--- config.mk ---
export PLATFORM = sky130hd
export DESIGN_NAME = mpc_regs
export DESIGN_NICKNAME = d
export VERILOG_FILES = /design/src/mpc_pkg.sv /design/src/mpc_regs.sv
export SDC_FILE = /design/constraint.sdc
export NUM_CORES = 1
export LEC_CHECK = 0
export ABC_AREA = 1
export BUFFER_PORTS_ARGS = -buffer_cell sky130_fd_sc_hd__buf_2
export CAP_MARGIN = 10
export CORE_MARGIN = 2
export CORE_UTILIZATION = 32
export DETAILED_ROUTE_END_ITERATION = 6
export GPL_TIMING_DRIVEN = 0
export PLACE_DENSITY = 0.49
export SKIP_LAST_GASP = 1
export SYNTH_ARGS = -nofsm -noshare
export SYNTH_HDL_FRONTEND = slang
export SYNTH_SLANG_ARGS = --single-unit
--- constraint.sdc ---
create_clock -name core_clk -period 14.57 [get_ports core_clk]
set_input_delay 0.7285 -clock core_clk [delete_from_list [all_inputs] [get_ports core_clk]]
set_output_delay 0.7285 -clock core_clk [all_outputs]
set_load 0.01 [all_outputs]
--- src/mpc_pkg.sv ---
package mpc_pkg;

  // Register indices; byte address is four times the index
  localparam logic [11:0] IDX_PIN_LOW = 12'h820;
  localparam logic [11:0] IDX_PIN_HIGH = 12'h821;
  localparam logic [11:0] IDX_PWR = 12'h822;
  localparam logic [11:0] IDX_AUX_EN = 12'h824;
  localparam logic [11:0] IDX_OSC = 12'h826;
  localparam logic [11:0] IDX_DAC_INIT = 12'h827;

  // Writable bits of each register; the rest read as zero
  localparam logic [31:0] MASK_PIN = 32'h00ff_ffff;
  localparam logic [31:0] MASK_PWR = 32'h0000_03ef;
  localparam logic [31:0] MASK_AUX_EN = 32'h0000_8000;
  localparam logic [31:0] MASK_OSC = 32'h0000_0004;
  localparam logic [31:0] MASK_DAC_INIT = 32'h0000_0003;

  // Reset values
  localparam logic [23:0] RST_PIN = 24'h00_0000;
  localparam logic [15:0] RST_CTL = 16'h0000;

  // Field positions
  localparam int FIELD_W = 4;
  localparam int PINS_PER_REG = 6;
  localparam int NUM_PINS = 12;
  localparam int INV_BIT = 3;
  localparam int SMOOTH_LSB = 8;
  localparam int CONV_OFF_BIT = 7;
  localparam int REFBUF_OFF_BIT = 6;
  localparam int REF_OFF_BIT = 5;
  localparam int DAC_ZERO_OFF_BIT = 3;
  localparam int AUX_ON_BIT = 15;
  localparam int OSC_OFF_BIT = 2;
  localparam int DAC_INIT_LSB = 0;

  // Pin function codes (low three bits unless noted)
  localparam logic [2:0] FN_IN_DEBOUNCE = 3'h0;
  localparam logic [2:0] FN_IN_RAW = 3'h1;
  localparam logic [2:0] FN_OUT = 3'h2;
  localparam logic [2:0] FN_OPEN_DRAIN = 3'h3;
  localparam logic [2:0] FN_SERIAL = 3'h4;
  localparam logic [2:0] FN_NONE = 3'h7;
  localparam logic [3:0] FN_AUX_IN = 4'hf;

  // Auxiliary converter smoothing modes
  localparam logic [1:0] SM_HYST4 = 2'h0;
  localparam logic [1:0] SM_HYST5 = 2'h1;
  localparam logic [1:0] SM_BYPASS_ALL = 2'h2;
  localparam logic [1:0] SM_BYPASS_LP = 2'h3;

  localparam logic [1:0] DAC_INIT_GO = 2'h1;
  localparam int AUX_RESULT_BITS = 12;

  localparam logic [1:0] RESP_OKAY = 2'h0;
  localparam logic [1:0] RESP_SLVERR = 2'h2;

  typedef enum logic [0:0] {
    BUS_IDLE = 1'b0,
    BUS_ANSWER = 1'b1
  } mpc_bus_e;

  typedef struct packed {
    logic invert;
    logic pullup_on;
    logic gpio_in;
    logic debounce_on;
    logic gpio_out;
    logic open_drain;
    logic serial_port;
    logic aux_in;
    logic reserved_code;
  } mpc_pin_ctl_s;

  typedef struct packed {
    logic converters_off;
    logic ref_buffer_off;
    logic reference_off;
    logic [3:0] dac_off;
    logic aux_converter_on;
    logic [1:0] smoothing;
    logic lowpass_on;
    logic hysteresis_on;
    logic hysteresis_wide;
    logic oscillator_off;
    logic [1:0] dac_init_code;
    logic dac_init_valid;
  } mpc_power_ctl_s;

endpackage

--- src/mpc_regs.sv ---
`timescale 1ns/1ps

module mpc_regs #(
  parameter int ADDR_W = 14
) (
  // Clock and reset
  input wire logic core_clk,
  input wire logic rst_n,
  // Avalon-MM slave, byte addressed
  input wire logic [ADDR_W-1:0] avs_address,
  input wire logic avs_read,
  input wire logic avs_write,
  input wire logic [31:0] avs_writedata,
  input wire logic [3:0] avs_byteenable,
  output logic [31:0] avs_readdata,
  output logic avs_waitrequest,
  output logic [1:0] avs_response,
  // Decoded pin controls
  output mpc_pkg::mpc_pin_ctl_s [mpc_pkg::NUM_PINS-1:0] pin_ctl,
  // Analog and clock controls
  output mpc_pkg::mpc_power_ctl_s power_ctl
);

  // Highest register must be reachable
  if (ADDR_W < 14) begin : g_addr_check
    $error("ADDR_W must be at least 14");
  end

  // Merge write data into a register under byte enables and a mask
  function automatic logic [31:0] merge_word(
    input logic [31:0] old_val,
    input logic [31:0] new_val,
    input logic [3:0] be,
    input logic [31:0] mask
  );
    logic [31:0] lanes;
    lanes = {{8{be[3]}}, {8{be[2]}}, {8{be[1]}}, {8{be[0]}}};
    merge_word = ((old_val & ~lanes) | (new_val & lanes)) & mask;
  endfunction

  // Turn one pin field into its control signals
  function automatic mpc_pkg::mpc_pin_ctl_s decode_pin(input logic [3:0] fld);
    mpc_pkg::mpc_pin_ctl_s c;
    logic [2:0] base;
    c = '0;
    base = fld[2:0];
    c.invert = fld[mpc_pkg::INV_BIT];
    if (fld == mpc_pkg::FN_AUX_IN) begin
      c.aux_in = 1'b1;
    end else begin
      case (base)
        mpc_pkg::FN_IN_DEBOUNCE: begin
          c.gpio_in = 1'b1;
          c.debounce_on = 1'b1;
          c.pullup_on = 1'b1;
        end
        mpc_pkg::FN_IN_RAW: begin
          c.gpio_in = 1'b1;
          c.pullup_on = 1'b1;
        end
        mpc_pkg::FN_OUT: begin
          c.gpio_out = 1'b1;
        end
        mpc_pkg::FN_OPEN_DRAIN: begin
          c.gpio_out = 1'b1;
          c.open_drain = 1'b1;
        end
        mpc_pkg::FN_SERIAL: begin
          // Pin acts as serial data input or output
          c.serial_port = 1'b1;
          c.pullup_on = 1'b1;
        end
        mpc_pkg::FN_NONE: begin
          c.invert = 1'b0;
        end
        default: begin
          c.reserved_code = 1'b1;
          c.invert = 1'b0;
        end
      endcase
    end
    decode_pin = c;
  endfunction

  // Reset release through two flops
  logic rst_meta_r;
  logic rst_sync_r;
  always_ff @(posedge core_clk or negedge rst_n) begin
    if (!rst_n) begin
      rst_meta_r <= 1'b0;
      rst_sync_r <= 1'b0;
    end else begin
      rst_meta_r <= 1'b1;
      rst_sync_r <= rst_meta_r;
    end
  end
  wire rst_sync_n = rst_sync_r;

  // Register storage
  logic [23:0] pin_low_r;
  logic [23:0] pin_high_r;
  logic [15:0] pwr_r;
  logic [15:0] aux_en_r;
  logic [15:0] osc_r;
  logic [15:0] dac_init_r;

  // Address decode
  wire addr_aligned = (avs_address[1:0] == 2'h0);
  wire [ADDR_W-3:0] word_idx = avs_address[ADDR_W-1:2];
  wire hit_pin_low = addr_aligned && (word_idx == (ADDR_W-2)'(mpc_pkg::IDX_PIN_LOW));
  wire hit_pin_high = addr_aligned && (word_idx == (ADDR_W-2)'(mpc_pkg::IDX_PIN_HIGH));
  wire hit_pwr = addr_aligned && (word_idx == (ADDR_W-2)'(mpc_pkg::IDX_PWR));
  wire hit_aux_en = addr_aligned && (word_idx == (ADDR_W-2)'(mpc_pkg::IDX_AUX_EN));
  wire hit_osc = addr_aligned && (word_idx == (ADDR_W-2)'(mpc_pkg::IDX_OSC));
  wire hit_dac_init = addr_aligned && (word_idx == (ADDR_W-2)'(mpc_pkg::IDX_DAC_INIT));
  wire hit_any = hit_pin_low | hit_pin_high | hit_pwr | hit_aux_en | hit_osc | hit_dac_init;

  // Read selection; reserved bits come back zero
  wire [31:0] rd_word =
    hit_pin_low ? ({8'h00, pin_low_r} & mpc_pkg::MASK_PIN) :
    hit_pin_high ? ({8'h00, pin_high_r} & mpc_pkg::MASK_PIN) :
    hit_pwr ? ({16'h0000, pwr_r} & mpc_pkg::MASK_PWR) :
    hit_aux_en ? ({16'h0000, aux_en_r} & mpc_pkg::MASK_AUX_EN) :
    hit_osc ? ({16'h0000, osc_r} & mpc_pkg::MASK_OSC) :
    hit_dac_init ? ({16'h0000, dac_init_r} & mpc_pkg::MASK_DAC_INIT) :
    32'h0000_0000;

  // Bus handshake: one wait cycle, then answer for one cycle
  mpc_pkg::mpc_bus_e bus_state_r;
  mpc_pkg::mpc_bus_e bus_state_nxt;
  wire bus_req = avs_read | avs_write;
  wire bus_accept = (bus_state_r == mpc_pkg::BUS_ANSWER) && bus_req;
  wire wr_take = bus_accept && avs_write;

  always_comb begin
    case (bus_state_r)
      mpc_pkg::BUS_IDLE: bus_state_nxt = bus_req ? mpc_pkg::BUS_ANSWER : mpc_pkg::BUS_IDLE;
      mpc_pkg::BUS_ANSWER: bus_state_nxt = mpc_pkg::BUS_IDLE;
      default: bus_state_nxt = mpc_pkg::BUS_IDLE;
    endcase
  end

  always_ff @(posedge core_clk or negedge rst_sync_n) begin
    if (!rst_sync_n) begin
      bus_state_r <= mpc_pkg::BUS_IDLE;
      avs_waitrequest <= 1'b1;
      avs_readdata <= 32'h0000_0000;
      avs_response <= mpc_pkg::RESP_OKAY;
    end else begin
      bus_state_r <= bus_state_nxt;
      avs_waitrequest <= !(bus_state_r == mpc_pkg::BUS_IDLE && bus_req);
      if (bus_state_r == mpc_pkg::BUS_IDLE && bus_req) begin
        avs_readdata <= avs_read ? rd_word : 32'h0000_0000;
        avs_response <= hit_any ? mpc_pkg::RESP_OKAY : mpc_pkg::RESP_SLVERR;
      end
    end
  end

  // Next values of the registers
  wire [31:0] pin_low_nxt = merge_word({8'h00, pin_low_r}, avs_writedata, avs_byteenable, mpc_pkg::MASK_PIN);
  wire [31:0] pin_high_nxt = merge_word({8'h00, pin_high_r}, avs_writedata, avs_byteenable, mpc_pkg::MASK_PIN);
  wire [31:0] pwr_nxt = merge_word({16'h0000, pwr_r}, avs_writedata, avs_byteenable, mpc_pkg::MASK_PWR);
  wire [31:0] aux_en_nxt = merge_word({16'h0000, aux_en_r}, avs_writedata, avs_byteenable, mpc_pkg::MASK_AUX_EN);
  wire [31:0] osc_nxt = merge_word({16'h0000, osc_r}, avs_writedata, avs_byteenable, mpc_pkg::MASK_OSC);
  wire [31:0] dac_init_nxt = merge_word({16'h0000, dac_init_r}, avs_writedata, avs_byteenable,
                                        mpc_pkg::MASK_DAC_INIT);

  always_ff @(posedge core_clk or negedge rst_sync_n) begin
    if (!rst_sync_n) begin
      pin_low_r <= mpc_pkg::RST_PIN;
      pin_high_r <= mpc_pkg::RST_PIN;
      pwr_r <= mpc_pkg::RST_CTL;
      aux_en_r <= mpc_pkg::RST_CTL;
      osc_r <= mpc_pkg::RST_CTL;
      dac_init_r <= mpc_pkg::RST_CTL;
    end else if (wr_take) begin
      if (hit_pin_low) begin
        pin_low_r <= pin_low_nxt[23:0];
      end
      if (hit_pin_high) begin
        pin_high_r <= pin_high_nxt[23:0];
      end
      if (hit_pwr) begin
        pwr_r <= pwr_nxt[15:0];
      end
      if (hit_aux_en) begin
        aux_en_r <= aux_en_nxt[15:0];
      end
      if (hit_osc) begin
        osc_r <= osc_nxt[15:0];
      end
      if (hit_dac_init) begin
        dac_init_r <= dac_init_nxt[15:0];
      end
    end
  end

  // Pin field decode: pins 0-5 from low register, 6-11 from high
  wire [47:0] all_fields = {pin_high_r, pin_low_r};
  mpc_pkg::mpc_pin_ctl_s [mpc_pkg::NUM_PINS-1:0] pin_ctl_nxt;
  for (genvar p = 0; p < mpc_pkg::NUM_PINS; p++) begin : g_pin
    assign pin_ctl_nxt[p] = decode_pin(all_fields[p*mpc_pkg::FIELD_W +: mpc_pkg::FIELD_W]);
  end

  // Power and converter controls
  wire [1:0] smooth_sel = pwr_r[mpc_pkg::SMOOTH_LSB +: 2];
  wire aux_on = aux_en_r[mpc_pkg::AUX_ON_BIT];
  mpc_pkg::mpc_power_ctl_s power_ctl_nxt;
  assign power_ctl_nxt.converters_off = pwr_r[mpc_pkg::CONV_OFF_BIT];
  assign power_ctl_nxt.ref_buffer_off = pwr_r[mpc_pkg::REFBUF_OFF_BIT];
  assign power_ctl_nxt.reference_off = pwr_r[mpc_pkg::REF_OFF_BIT];
  // dac_off[0] is DAC0 at the top bit of the nibble
  assign power_ctl_nxt.dac_off = {pwr_r[mpc_pkg::DAC_ZERO_OFF_BIT-3], pwr_r[mpc_pkg::DAC_ZERO_OFF_BIT-2],
                                  pwr_r[mpc_pkg::DAC_ZERO_OFF_BIT-1], pwr_r[mpc_pkg::DAC_ZERO_OFF_BIT]};
  assign power_ctl_nxt.aux_converter_on = aux_on;
  assign power_ctl_nxt.smoothing = smooth_sel;
  assign power_ctl_nxt.lowpass_on = aux_on && (smooth_sel != mpc_pkg::SM_BYPASS_ALL)
                                    && (smooth_sel != mpc_pkg::SM_BYPASS_LP);
  assign power_ctl_nxt.hysteresis_on = aux_on && (smooth_sel != mpc_pkg::SM_BYPASS_ALL);
  assign power_ctl_nxt.hysteresis_wide = (smooth_sel == mpc_pkg::SM_HYST5);
  assign power_ctl_nxt.oscillator_off = osc_r[mpc_pkg::OSC_OFF_BIT];
  assign power_ctl_nxt.dac_init_code = dac_init_r[mpc_pkg::DAC_INIT_LSB +: 2];
  assign power_ctl_nxt.dac_init_valid = (dac_init_r[mpc_pkg::DAC_INIT_LSB +: 2] == mpc_pkg::DAC_INIT_GO);

  // Registered control outputs
  always_ff @(posedge core_clk or negedge rst_sync_n) begin
    if (!rst_sync_n) begin
      pin_ctl <= '0;
      power_ctl <= '0;
    end else begin
      pin_ctl <= pin_ctl_nxt;
      power_ctl <= power_ctl_nxt;
    end
  end

endmodule

Yosys cells after proc, flatten, opt, wreduce, memory -nomap -nowiden
Cells that the tools add are included.
{ "totals": {"register_bits": 224, "out_inout_bits": 160, "elab_cells": 468} }
{ "classes": {"n_eq_ne": 82, "n_mux": 142, "n_bitwise": 21, "reduce_logical": 91} }
{ "op_table": {"columns": ["op", "count"], "rows": [
  ["2-to-1 mux 1 bit", 121],
  ["2-to-1 mux 7 bit", 12],
  ["bitwise AND 24 bit", 3],
  ["equality test 12 bit (second input constant)", 6],
  ["equality test 3 x 2 -> 1 bit (second input constant)", 24],
  ["equality test 3 bit (second input constant)", 24],
  ["2-to-1 mux 24 bit", 3],
  ["OR reduction 6 bit", 12],
  ["OR reduction 5 bit", 12],
  ["equality test 4 bit (second input constant)", 12],
  ["bitwise OR 24 bit", 2],
  ["OR reduction 2 bit", 24],
  ["equality test 3 x 1 -> 1 bit (second input constant)", 12],
  ["logical NOT 3 bit", 12],
  ["OR reduction 3 bit", 12],
  ["2-to-1 mux 16 bit", 2],
  ["inverter 24 bit", 1],
  ["bitwise AND 16 bit", 1],
  ["bitwise OR 16 bit", 1],
  ["AND reduction 2 bit", 6],
  ["logical AND 1 bit", 11],
  ["bitwise AND 10 bit", 1],
  ["bitwise OR 10 bit", 1],
  ["bitwise OR 1 bit", 6],
  ["other kinds (12)", 15]
]} }

Depth between registers and ports, before layout
Gate-level depths: netlist of run 1.
{ "depth": {"word_depth": 9, "depth_mapped": 11, "mapped_depth_nobuf": 11} }

Worst setup path after synthesis of run 1
No wires, ideal clock.
{ "synth_timing": {"path_kind": "input to register", "start": "input avs_address[12]", "end": "register (tool-made name)", "arrival_ns": 1.832, "required_time_ns": 14.449, "path_slack_ns": 12.618, "path_stages": 11, "path_buffers": 1, "cell_sequence": "inv_1 > nand2_1 > nor2_1 > nand2_1 > nor2_4 > nand2_4 > nor2_2 > nand2_2 > buf_2 > nand2_1 > o21ai_1"} }
{ "synth_rtl": {"columns": ["element", "line_no", "text"], "rows": [
  ["start, declared", "mpc_regs.sv:10", "input wire logic [ADDR_W-1:0] avs_address,"]
]} }

Final worst setup path of run 1
{ "layout_timing": {"start": "input avs_address[1]", "end": "register avs_readdata[4]"} }
{ "layout_between": {"elab_chain_len": 6, "word_cells_on_any_way": 8} }
{ "layout_rtl": {"columns": ["element", "line_no", "text"], "rows": [
  ["logical NOT 2 bit *", "mpc_regs.sv:108", "wire addr_aligned = (avs_address[1:0] == 2'h0);"],
  ["logical AND 1 bit", "mpc_regs.sv:112", "wire hit_pwr = addr_aligned && (word_idx == (ADDR_W-2)'(mpc_pkg::IDX_PWR));"],
  ["2-to-1 mux 16 bit", "mpc_regs.sv:122", "hit_pwr ? ({16'h0000, pwr_r} & mpc_pkg::MASK_PWR) :"],
  ["2-to-1 mux 24 bit", "mpc_regs.sv:121", "hit_pin_high ? ({8'h00, pin_high_r} & mpc_pkg::MASK_PIN) :"],
  ["2-to-1 mux 24 bit *", "mpc_regs.sv:120", "hit_pin_low ? ({8'h00, pin_low_r} & mpc_pkg::MASK_PIN) :"],
  ["2-to-1 mux 24 bit *", "mpc_regs.sv:153", "avs_readdata <= avs_read ? rd_word : 32'h0000_0000;"],
  ["end signal, assigned", "mpc_regs.sv:153", null],
  ["end, declared", "mpc_regs.sv:15", "output logic [31:0] avs_readdata,"]
]} }
Every way passes the cells marked *; elsewhere a longest branch is shown, timed or not.
A chain may end at the register's enable or synchronous reset.

==> results.ini, run 1 <==
[outcome]
status = finished clean

[sta]
clock_skew_ns = 0.00917
period_share_pct = 15.0
tightest_slew_ns = 0.901
setup-violations-final = 0
finalHoldViolations = 0
report.final.slew_viol_count = 0
max_freq_ghz = 0.457
post-route-min-period_ns = 2.19
fin_ws_ns = 12.38
setup_tns_ns = 0
slew_headroom_pct = 39.5
rsz0062_at_grt = no

[die]
die_x_um = 165
start_util_pct = 32.7
dieHeight_um = 165
ios = 214
die_area_um2 = 27100
core_area_um2 = 25300
row_count = 58

[hold_path]
hold_class = flop to asynchronous set/reset pin

[cells_and_area]
fin_nets = 1158
drive_above_1_share_pct = 24.7
fin_area_um2 = 10600
syn_to_final_growth_pct = 27.9
multi_input_area_um2 = 2310
num-fill-cells = 2565
regArea_um2 = 5390
fin_cells = 1446

[critical_path]
r2r_cells = 6
crit_type = input pin to flop
cp_slowest_cell = buf_2
critPathLaunch = avs_address[1]
critPathCaptureType = flop
worst_r2r_startpoint = bus_state_r
critPathLaunchType = input pin
arrival_ns = 2.63
critPathRequiredTime_ns = 15.01
rrSetupSlack_ns = 12.91
slowest_delay_ns = 0.35
r2r-end = avs_readdata[4]
crit_chain = buf_2 > nor2_2 > nand2_1 > inv_2 > nand2_2 > nor2_4 > buf_2 > o211ai_1 > nand2_1
cp_max_fo = 10

[logic_synthesis]
synth_top_cell_by_area = dfrtp_1
ys_seq_area_share_pct = 65.2
synthTopCellsByArea = dfrtp_1 65%, nand2_1 9.5%, nor2_1 5.5%
yosys-top-cells-count = 214 x dfrtp_1, 208 x nand2_1, 121 x nor2_1, 103 x inv_1, 45 x o21ai_1
synthArstFlopShare_pct = 100
yosysMostFrequentCell = dfrtp_1
synth_area_per_cell_um2 = 9.51
ys_types = 26
syn_inst = 868
synth_ff_type = dfrtp_1
synth_seq_cells = 215
ys_warn_count = 0
synth_top_area_share_pct = 64.8
synth-edff-count = 0
synthesis.area_um2 = 8260

[place]
detailed_place.area_um2 = 9760
dp_hpwl_um = 16500
dp.cells = 1403
numPortBuffers = 194
place_ws_ns = 11.81
gp_congestion = 0.779

[detailed_routing]
wl_per_cell_um = 15.8
wl_um = 22800
antenna_left = 0
drtIter0Drc = 336
drcViolationCount = 0
vias = 6385
vias_per_cell = 4.42
drt_pass1_iterations = 4

[clock_network]
clock-sinks = 215
root_buffer = clkbuf_16
cts_tree = built
post_cts.repair.setup_buffers = 0
clk_path_buf_depth = 3
clk-insertion-delay-late_ns = 0.51
htree_levels = 1
path_clk_slew_ns = 0.06
cts_made_buffers = 24

[flow_run]
drv_cap = 0

[grt]
overflow = 0
antenna_found_initial = 0
grt_max_degree = 69
grt_pass1_wl_um = 35600
first_global_vias = 6399
grt_usage_pct = 17.1

[power_and_ir_drop]
powerDensity_nw_per_um2 = 119
max-vdd-ir-drop_mv = 0.0561
p_leak_uw = 0.00556

## cell type report
type,instances,share of cell area [%]
repair buffers,198,10.1
clock inverters,7,0.805
inverters,110,3.91
clock buffers,34,6.71
flip-flops and latches,215,51.0
well taps,330,3.91
diodes,1,0.0237
multi-input cells,514,21.8
plain buffers,37,1.75
## where the power goes
group / switching, µW / total, µW / internal (µW)
registers: 2.64 / 602 / 599
clock network: 235 / 606 / 371
logic: 34.6 / 48.2 / 13.6
total: 272 / 1260 / 984
## worst max-delay path, delay by kind of cell
family / cells / cell delay (ns)
compound gates: 1 / 0.22
buf+inv: 3 / 0.67
simple gates: 5 / 1.00
## layout by cell type (no fill, tap or decap), drive strengths merged
cell type    instances
o211ai              14
clkbuf              52
conb                10
ha                   4
dfrtp              214
o21ai               52
clkinv               7
diode                1
dlygate4sd3          1
nand4               15
nor3                15
bufinv               2
nand2              214
a21oi               24
dfstp                1
inv                108
o2111ai              3
buf                216
nor2               131
nand3               32
## worst max path at each step
stage	endpoint	slack, ns
after floorplan	asynchronous set/reset pin	8.14
after global placement	power_ctl[8]	5.46
after detailed placement	avs_readdata[4]	11.81
after CTS	avs_readdata[4]	12.34
after global routing	flop	12.25
final	avs_readdata[4]	12.38
## layer usage
| metal | global-route usage [%] | up-vias | part of all wire [%] |
|---|---|---|---|
| met5 | 0 | - | 0 |
| met4 | 4.90 | 0 | 2.2 |
| met3 | 3.42 | 32 | 6.6 |
| met2 | 27.3 | 181 | 46 |
| met1 | 23.6 | 3015 | 45 |
| li1 | - | 3157 | - |
## stage by stage
stage | power [µW] | utilization (%) | hold slack (ns)
2_1_floorplan | 639 | - | 0.331
3_3_place_gp | 659 | 38.3 | 0.336
3_5_place_dp | 662 | 38.6 | 0.325
4_1_cts | 1280 | 41.8 | 0.330
5_1_grt | 1310 | 41.8 | 0.350
6_report | 1260 | 41.8 | 0.309
## logic make-up (layout without fill, tap and decap cells)
kind of cell	count (synthesis)	in the layout	share of synthesized area [%]
buffers and inverters	147	386	7.24
other	2	11	0.0909
adders and majority gates	4	4	0.606
AOI/OAI and AO/OA	93	93	6.20
DFF	215	215	65.2
and+or+nand+nor	407	407	20.7
## repair_timing
action	in CTS	in global routing
gates resized for setup	0	0
endpoints found under the hold margin	2	0
hold buffers	1	0
No activity file was read; power rests on OpenSTA's default activity.
==> run 2: changes to the inputs <==
==> constraint.sdc (replaced) <==
create_clock -name core_clk -period 2.13 [get_ports core_clk]
set_input_delay 0.1065 -clock core_clk [delete_from_list [all_inputs] [get_ports core_clk]]
set_output_delay 0.1065 -clock core_clk [all_outputs]
set_load 0.01 [all_outputs]
==> run 2 against run 1 <==
  * Setup slack lost 12 ns
  * Power grew to 7.0 times the previous value
  * Die area is the same
  * Global-route usage is essentially flat
  * Flip-flop and latch count is the same
  * Sequential share of layout area shrank 1.4 points
  * Hold slack lost 0.26 ns
  * Combinational power grew to 7.8 times the previous value
  * Design area grew 2.8%
  * First-iteration DRC count grew 9.8%
  * Clock-buffer cell count grew 3
  * Critical path type is now flop to flop
  * Largest cell class unchanged
  * Highest routed layer unchanged
==> results.ini, run 2 (same netlist as run 1, synthesis figures left out) <==
[outcome]
status = finished clean

[die]
die_x_um = 165  ; unchanged
ios = 214  ; unchanged
core_area_um2 = 25300  ; unchanged
dieHeight_um = 165  ; unchanged
row_count = 58  ; unchanged
die_area_um2 = 27100  ; unchanged
start_util_pct = 32.7  ; unchanged

[clock_network]
root_buffer = clkbuf_16
htree_levels = 1  ; unchanged
cts_tree = built
clock-sinks = 215  ; unchanged
cts.repair.resized = 0  ; unchanged
cts_made_buffers = 25  ; +4.2%
path_clk_slew_ns = 0.06  ; about the same
clk-insertion-delay-late_ns = 0.52  ; about the same
clk_path_buf_depth = 3  ; unchanged

[critical_path]
critPathCaptureType = flop
arrival_ns = 2.11  ; -0.52 ns
cp_max_fo = 10  ; unchanged
crit_type = flop to flop
critPathRequiredTime_ns = 2.59  ; -12.42 ns
critPathLaunchType = flop

[sta]
finalHoldViolations = 0  ; unchanged
rsz0062_at_grt = no
max_freq_ghz = 0.607
post-route-min-period_ns = 1.65
tightest_slew_ns = 0.833  ; -0.0684 ns
setup-violations-final = 0  ; unchanged
report.final.slew_viol_count = 0  ; unchanged
clock_skew_ns = 0.0187  ; +0.00951 ns
period_share_pct = 77.4
setup_tns_ns = 0  ; unchanged
slew_headroom_pct = 44.1  ; +4.6 points

[grt]
grt_max_degree = 70  ; +1.4%
grt_usage_pct = 17.1  ; +0.042 points
antenna_found_initial = 0  ; unchanged
first_global_vias = 6451  ; +0.81%
grt_pass1_wl_um = 35800  ; +0.58%
overflow = 0  ; unchanged

[flow_run]
drv_cap = 0  ; unchanged

[cells_and_area]
num-fill-cells = 2518  ; -1.8%
final_util_pct = 43.0  ; +1.2 points
final_common_cell = dfrtp_1
diodes = 0  ; -1
fin_nets = 1185  ; +2.3%
layout_common_cells = 213 x dfrtp_1, 208 x nand2_1, 201 x buf_2, 121 x nor2_1, 103 x inv_1
fin_cells = 1473  ; +1.9%
syn_to_final_growth_pct = 31.5
drive_above_1_share_pct = 24.1  ; -0.52 points

[detailed_routing]
wl_per_cell_um = 15.6  ; -1.1%
vias = 6443  ; +0.91%
drt_pass1_iterations = 4  ; unchanged
vias_per_cell = 4.37  ; -0.94%
drtIter0Drc = 369  ; +9.8%
wl_um = 23000  ; +0.76%
drcViolationCount = 0  ; unchanged
antenna_left = 0  ; unchanged

[place]
numPortBuffers = 194  ; unchanged
dp.cells = 1403  ; unchanged
dp_hpwl_um = 16700  ; +1.1%
gp_congestion = 0.797  ; +2.3%

[power_and_ir_drop]
swShare_pct = 21.9  ; +0.21 points
max-vdd-ir-drop_mv = 0.416  ; +640%
p_int_uw = 6850  ; +600%
p_leak_uw = 0.00569  ; +2.2%
comb_power_share_pct = 4.3  ; +0.5 points
power.net_switching_uw = 1920  ; +600%
pwr-share-clk_pct = 48.8  ; +0.5 points
powerDensity_nw_per_um2 = 808  ; +580%
p_seq_share_pct = 46.9  ; -1.0 points
total_power_uw = 8770  ; +600%

[hold_path]
hold_class = input pin to flop

-- run 2: cell count changes in the layout (fill, tap and decap cells not counted) --
cell / change
dlygate4sd3_1: +26
clkinv_2: -3
clkbuf_8: +2
clkbuf_1: +1
clkinv_4: +1
diode_2: -1
inv_6: +1
-- run 2: worst paths after layout --
kind | cells after the start | start | to | slack [ns]
setup / recovery | 5 | bus_state_r | avs_readdata[5] | 0.48
max in group asynchronous | 2 | rst_sync_n | avs_waitrequest | 0.86
min in group asynchronous | 0 | rst_sync_n | pin_ctl[36] | 0.26
setup reg to reg | 5 | bus_state_r | avs_readdata[5] | 0.48
hold reg to reg | 0 | rst_sync_n | pin_ctl[36] | 0.26
hold / removal | 5 | avs_byteenable[1] | flop | 0.05
-- run 2: repair_timing --
item,in CTS,in global routing
setup buffers,0,0
hold buffers,27,0
endpoints found under the hold margin,63,0
-- run 2: layout make-up --
cell class | instances | area [µm²] | share of cell area (%)
Sequential cell | 215 | 5390 | 49.6
Multi-Input combinational cell | 514 | 2310 | 21.3
Timing Repair Buffer | 224 | 1320 | 12.2
Clock buffer | 37 | 741 | 6.82
Inverter | 110 | 413 | 3.80
Tap cell | 330 | 413 | 3.80
Buffer | 37 | 185 | 1.71
Clock inverter | 6 | 87.6 | 0.807
-- run 2: power groups by stage --
stage / sequential, µW / combinational (µW) / clock [µW]
finish: 4110 / 375 / 4280
global route: 4110 / 421 / 4590
CTS: 4110 / 386 / 4410
detailed placement: 4190 / 345 / 0
global placement: 4260 / 251 / 0
floorplan: 4240 / 132 / 0
-- run 2: worst max-delay path: stages, from the launching register on --
cell,delay (ns)
dfrtp_1,0.34
inv_1,0.05
o21ai_1,0.44
clkbuf_1,0.55
nand2_1,0.12
nand2_1,0.09
-- run 2: stage by stage --
stage	hold WS (ns)	instance area, µm²	setup slack, ns
after floorplan	-0.189	8290	-0.0522
after global placement	-0.108	9680	-0.933
after detailed placement	-0.105	9760	0.103
after CTS	0.0335	10900	0.426
after global routing	0.0812	10900	0.271
final	0.0512	10900	0.482
-- run 2: routing by layer --
| layer | vias to the layer above | global-route usage (%) | share of wire, % |
|---|---|---|---|
| li1 | 3213 | - | - |
| met1 | 3042 | 23.7 | 46 |
| met2 | 157 | 27.7 | 46 |
| met3 | 31 | 3.62 | 6.6 |
| met4 | 0 | 3.75 | 1.6 |
| met5 | - | 0 | 0 |
==> run 3: changes to the inputs <==
--- a/config.mk
+++ b/config.mk
@@ -5,7 +5,7 @@
 export SDC_FILE = /design/constraint.sdc
 export NUM_CORES = 1
 export LEC_CHECK = 0
-export ABC_AREA = 1
+export ABC_AREA = 0
 export BUFFER_PORTS_ARGS = -buffer_cell sky130_fd_sc_hd__buf_2
 export CAP_MARGIN = 10
 export CORE_MARGIN = 2
==> constraint.sdc (replaced) <==
create_clock -name core_clk -period 1.7 [get_ports core_clk]
set_input_delay 0.085 -clock core_clk [delete_from_list [all_inputs] [get_ports core_clk]]
set_output_delay 0.085 -clock core_clk [all_outputs]
set_load 0.01 [all_outputs]
==> run 3 against run 2 <==
  * Sequential power up 26%
  * Synthesized area down 1.4%
  * Non-clock buffer count is 18 higher
  * Cell count is 16% lower
  * Synthesized cell count shrank 28%
  * First-iteration DRC count decreased by 23%
  * Critical path depth decreased by 1
  * Combinational power up 8.5%
  * Die area fell by 1.3%
  * Clock skew shrank 0.0098 ns
  * Register-to-register slack got worse by 0.47 ns
  * Routed wire length is 12% lower
  * Highest routed layer is now met5
==> results.ini, run 3 <==
[detailed_routing]
drtIter0Drc = 284  ; -23%
wl_um = 20200  ; -12%
vias_per_cell = 4.41  ; +0.93%
antenna_left = 0  ; unchanged
drt_pass1_iterations = 4  ; unchanged
wl_per_cell_um = 16.3  ; +4.7%
drcViolationCount = 0  ; unchanged
vias = 5470  ; -15%

[die]
die_x_um = 164  ; -0.67%
core_area_um2 = 25100  ; -0.57%
start_util_pct = 32.4  ; -0.26 points
dieHeight_um = 164  ; -0.67%
die_area_um2 = 26700  ; -1.3%
ios = 214  ; unchanged
row_count = 58  ; unchanged

[hold_path]
hold_depth = 3  ; -2
hold_class = input pin to flop

[grt]
grt_max_degree = 70  ; unchanged
grt_pass1_wl_um = 31500  ; -12%
grt_usage_pct = 15.1  ; -2.0 points
overflow = 0  ; unchanged
use_met2_pct = 23.8  ; -3.9 points
grtUsageMet3_pct = 5.54  ; +1.9 points
busiest_layer = met2
first_global_vias = 5585  ; -13%
antenna_found_initial = 5  ; +5
met1_usage_pct = 20.3  ; -3.4 points

[critical_path]
cp_slowest_cell = dfrtp_1
critPathCaptureType = flop
crit_chain = nand3_2 > nor3_4 > buf_4 > mux2_2
cp_max_fo = 6  ; -4
slowest_delay_ns = 0.48  ; -0.07 ns
critPathLaunchType = flop
r2r_cells = 4  ; -1
arrival_ns = 2.08  ; -0.03 ns
critPathRequiredTime_ns = 2.09  ; -0.50 ns
crit_type = flop to flop

[flow_run]
drv_cap = 0  ; unchanged

[logic_synthesis]
ys_seq_area_share_pct = 66.1  ; +0.91 points
yosys-top-cells-count = 214 x dfrtp_1, 56 x mux2_2, 46 x nor2_1, 41 x nand2_1, 37 x clkbuf_1
synthArstFlopShare_pct = 100  ; unchanged
synth_area_per_cell_um2 = 13.0  ; +36%
ys_warn_count = 0  ; unchanged
synthTopCellsByArea = dfrtp_1 66%, mux2_2 7.7%, nor2b_1 2.4%
synth_top_area_share_pct = 65.8  ; +0.91 points
ys_types = 45  ; +73%
synth_top_cell_by_area = dfrtp_1
syn_inst = 628  ; -28%
synth_ff_type = dfrtp_1
synthesis.area_um2 = 8140  ; -1.4%
synth-edff-count = 0  ; unchanged
yosysMostFrequentCell = dfrtp_1
synth_seq_cells = 215  ; unchanged

[clock_network]
htree_levels = 1  ; unchanged
root_buffer = clkbuf_16
clk_path_buf_depth = 3  ; unchanged
path_clk_slew_ns = 0.06  ; about the same
clk-insertion-delay-late_ns = 0.51  ; about the same
cts_tree = built
cts_made_buffers = 24  ; -4.0%
clock-sinks = 215  ; unchanged

[sta]
setup_tns_ns = 0  ; unchanged
clock_skew_ns = 0.00892  ; -0.00975 ns
slew_headroom_pct = 35.5  ; -8.6 points
fin_hold_ws_ns = 0.0174  ; -0.0339 ns
rsz0062_at_grt = yes
post-route-min-period_ns = 1.69  ; +0.0424 ns
period_share_pct = 99.4  ; +22 points
report.final.slew_viol_count = 0  ; unchanged
finalHoldViolations = 0  ; unchanged
max_freq_ghz = 0.592  ; -2.5%
setup-violations-final = 0  ; unchanged
tightest_slew_ns = 0.967  ; +0.134 ns

[cells_and_area]
final_common_cell = dfrtp_1
num-fill-cells = 2455  ; -2.5%
fin_nets = 950  ; -20%
drive_above_1_share_pct = 36.7  ; +13 points
syn_to_final_growth_pct = 33.5
layout_common_cells = 213 x dfrtp_1, 197 x buf_2, 56 x mux2_2, 46 x nor2_1, 41 x nand2_1

[power_and_ir_drop]
max-vdd-ir-drop_mv = 0.626  ; +50%
p_leak_uw = 0.00549  ; -3.4%
powerDensity_nw_per_um2 = 1010  ; +25%

[place]
numPortBuffers = 195  ; +0.52%
gp_congestion = 0.726  ; -8.9%
dp_hpwl_um = 14200  ; -15%

[outcome]
status = finished clean

==> run 3: cell count changes after synthesis, moves of 13 or more <==
| cell | previous run | this run |
|---|---|---|
| nor3b_1 | 0 | 14 |
| nor2_1 | 121 | 46 |
| o211ai_1 | 14 | 0 |
| nand4_1 | 15 | 2 |
| nor2b_1 | 0 | 31 |
| inv_1 | 103 | 8 |
| o21ai_1 | 45 | 0 |
| nand3_1 | 32 | 4 |
| mux2i_1 | 0 | 17 |
| clkbuf_1 | 18 | 37 |
| nand2_1 | 208 | 41 |
| mux2_2 | 0 | 56 |
| and2_1 | 0 | 15 |
==> run 3: through the flow <==
step / instance area (µm²) / utilization [%] / worst slack, ns / power [µW] / instances
6_report: 10900 / 43.3 / 0.00992 / 10900 / 1239
5_1_grt: 10900 / 43.3 / -0.0670 / 11400 / 1238
4_1_cts: 10800 / 43.0 / -0.0589 / 11100 / 1235
3_5_place_dp: 9640 / 38.4 / -0.556 / 5600 / 1164
2_1_floorplan: 8180 / - / -0.482 / 5420 / 636
3_3_place_gp: 9570 / 38.1 / -1.37 / 5570 / 1161
==> run 3: layout make-up <==
class                           instances  area (µm²)  share of cell area [%]
Antenna cell                            1        2.50                  0.0230
Buffer                                 49         226                    2.08
Clock buffer                           37         741                    6.81
Clock inverter                          5         100                   0.920
Inverter                                8        30.0                   0.276
Multi-Input combinational cell        364        2570                    23.6
Sequential cell                       215        5390                    49.5
Tap cell                              330         413                    3.80
Timing Repair Buffer                  230        1410                    12.9
==> run 3: cells by family after synthesis <==
family	after synthesis	share of synthesized area, %
XOR/XNOR	12	1.29
AO/OA/AOI/OAI	58	4.24
adder cells (fa/ha/maj)	4	0.615
buffers and inverters	57	3.07
flip-flops	215	66.1
multiplexers	78	10.5
AND/OR/NAND/NOR	202	14.1
other	2	0.0922
==> run 3: where the power goes <==
group / internal, µW / switching (µW) / total (µW)
Combinational: 159 / 248 / 407
Clock: 3430 / 1950 / 5380
Sequential: 5130 / 25.7 / 5160
Total: 8720 / 2230 / 10900
==> run 3: path summary, 6_finish.rpt <==
path	from	end	slack [ns]
setup / recovery	bus_state_r	flop	0.01
hold / removal	avs_read	bus_state_r	0.02
setup reg to reg	bus_state_r	flop	0.01
hold reg to reg	rst_sync_n	pin_ctl[52]	0.32
max in group asynchronous	rst_sync_n	avs_waitrequest	0.46
min in group asynchronous	rst_sync_n	pin_ctl[52]	0.32
==> run 3: routing by layer <==
metal / up-vias / part of all wire, %
met5: - / 0.17
met2: 152 / 46
met1: 2647 / 44
met4: 6 / 1.6
li1: 2638 / -
met3: 27 / 8.2
==> run 3: repair_timing <==
action | 4_1_cts | 5_1_grt
buffers inserted | 3 | 3
pin swaps | 1 | 3
hold endpoints to repair | 63 | 0
resized for setup | 9 | 5
hold buffers | 26 | 0
setup endpoints to repair | 46 | 71
==> run 3: worst max-delay path, delay by kind of cell (launching register included) <==
kind                   cells  cell delay (ns)
multiplexers               1             0.32
buffers and inverters      1             0.17
flip-flops                 1             0.48
AND/OR/NAND/NOR            2             0.59
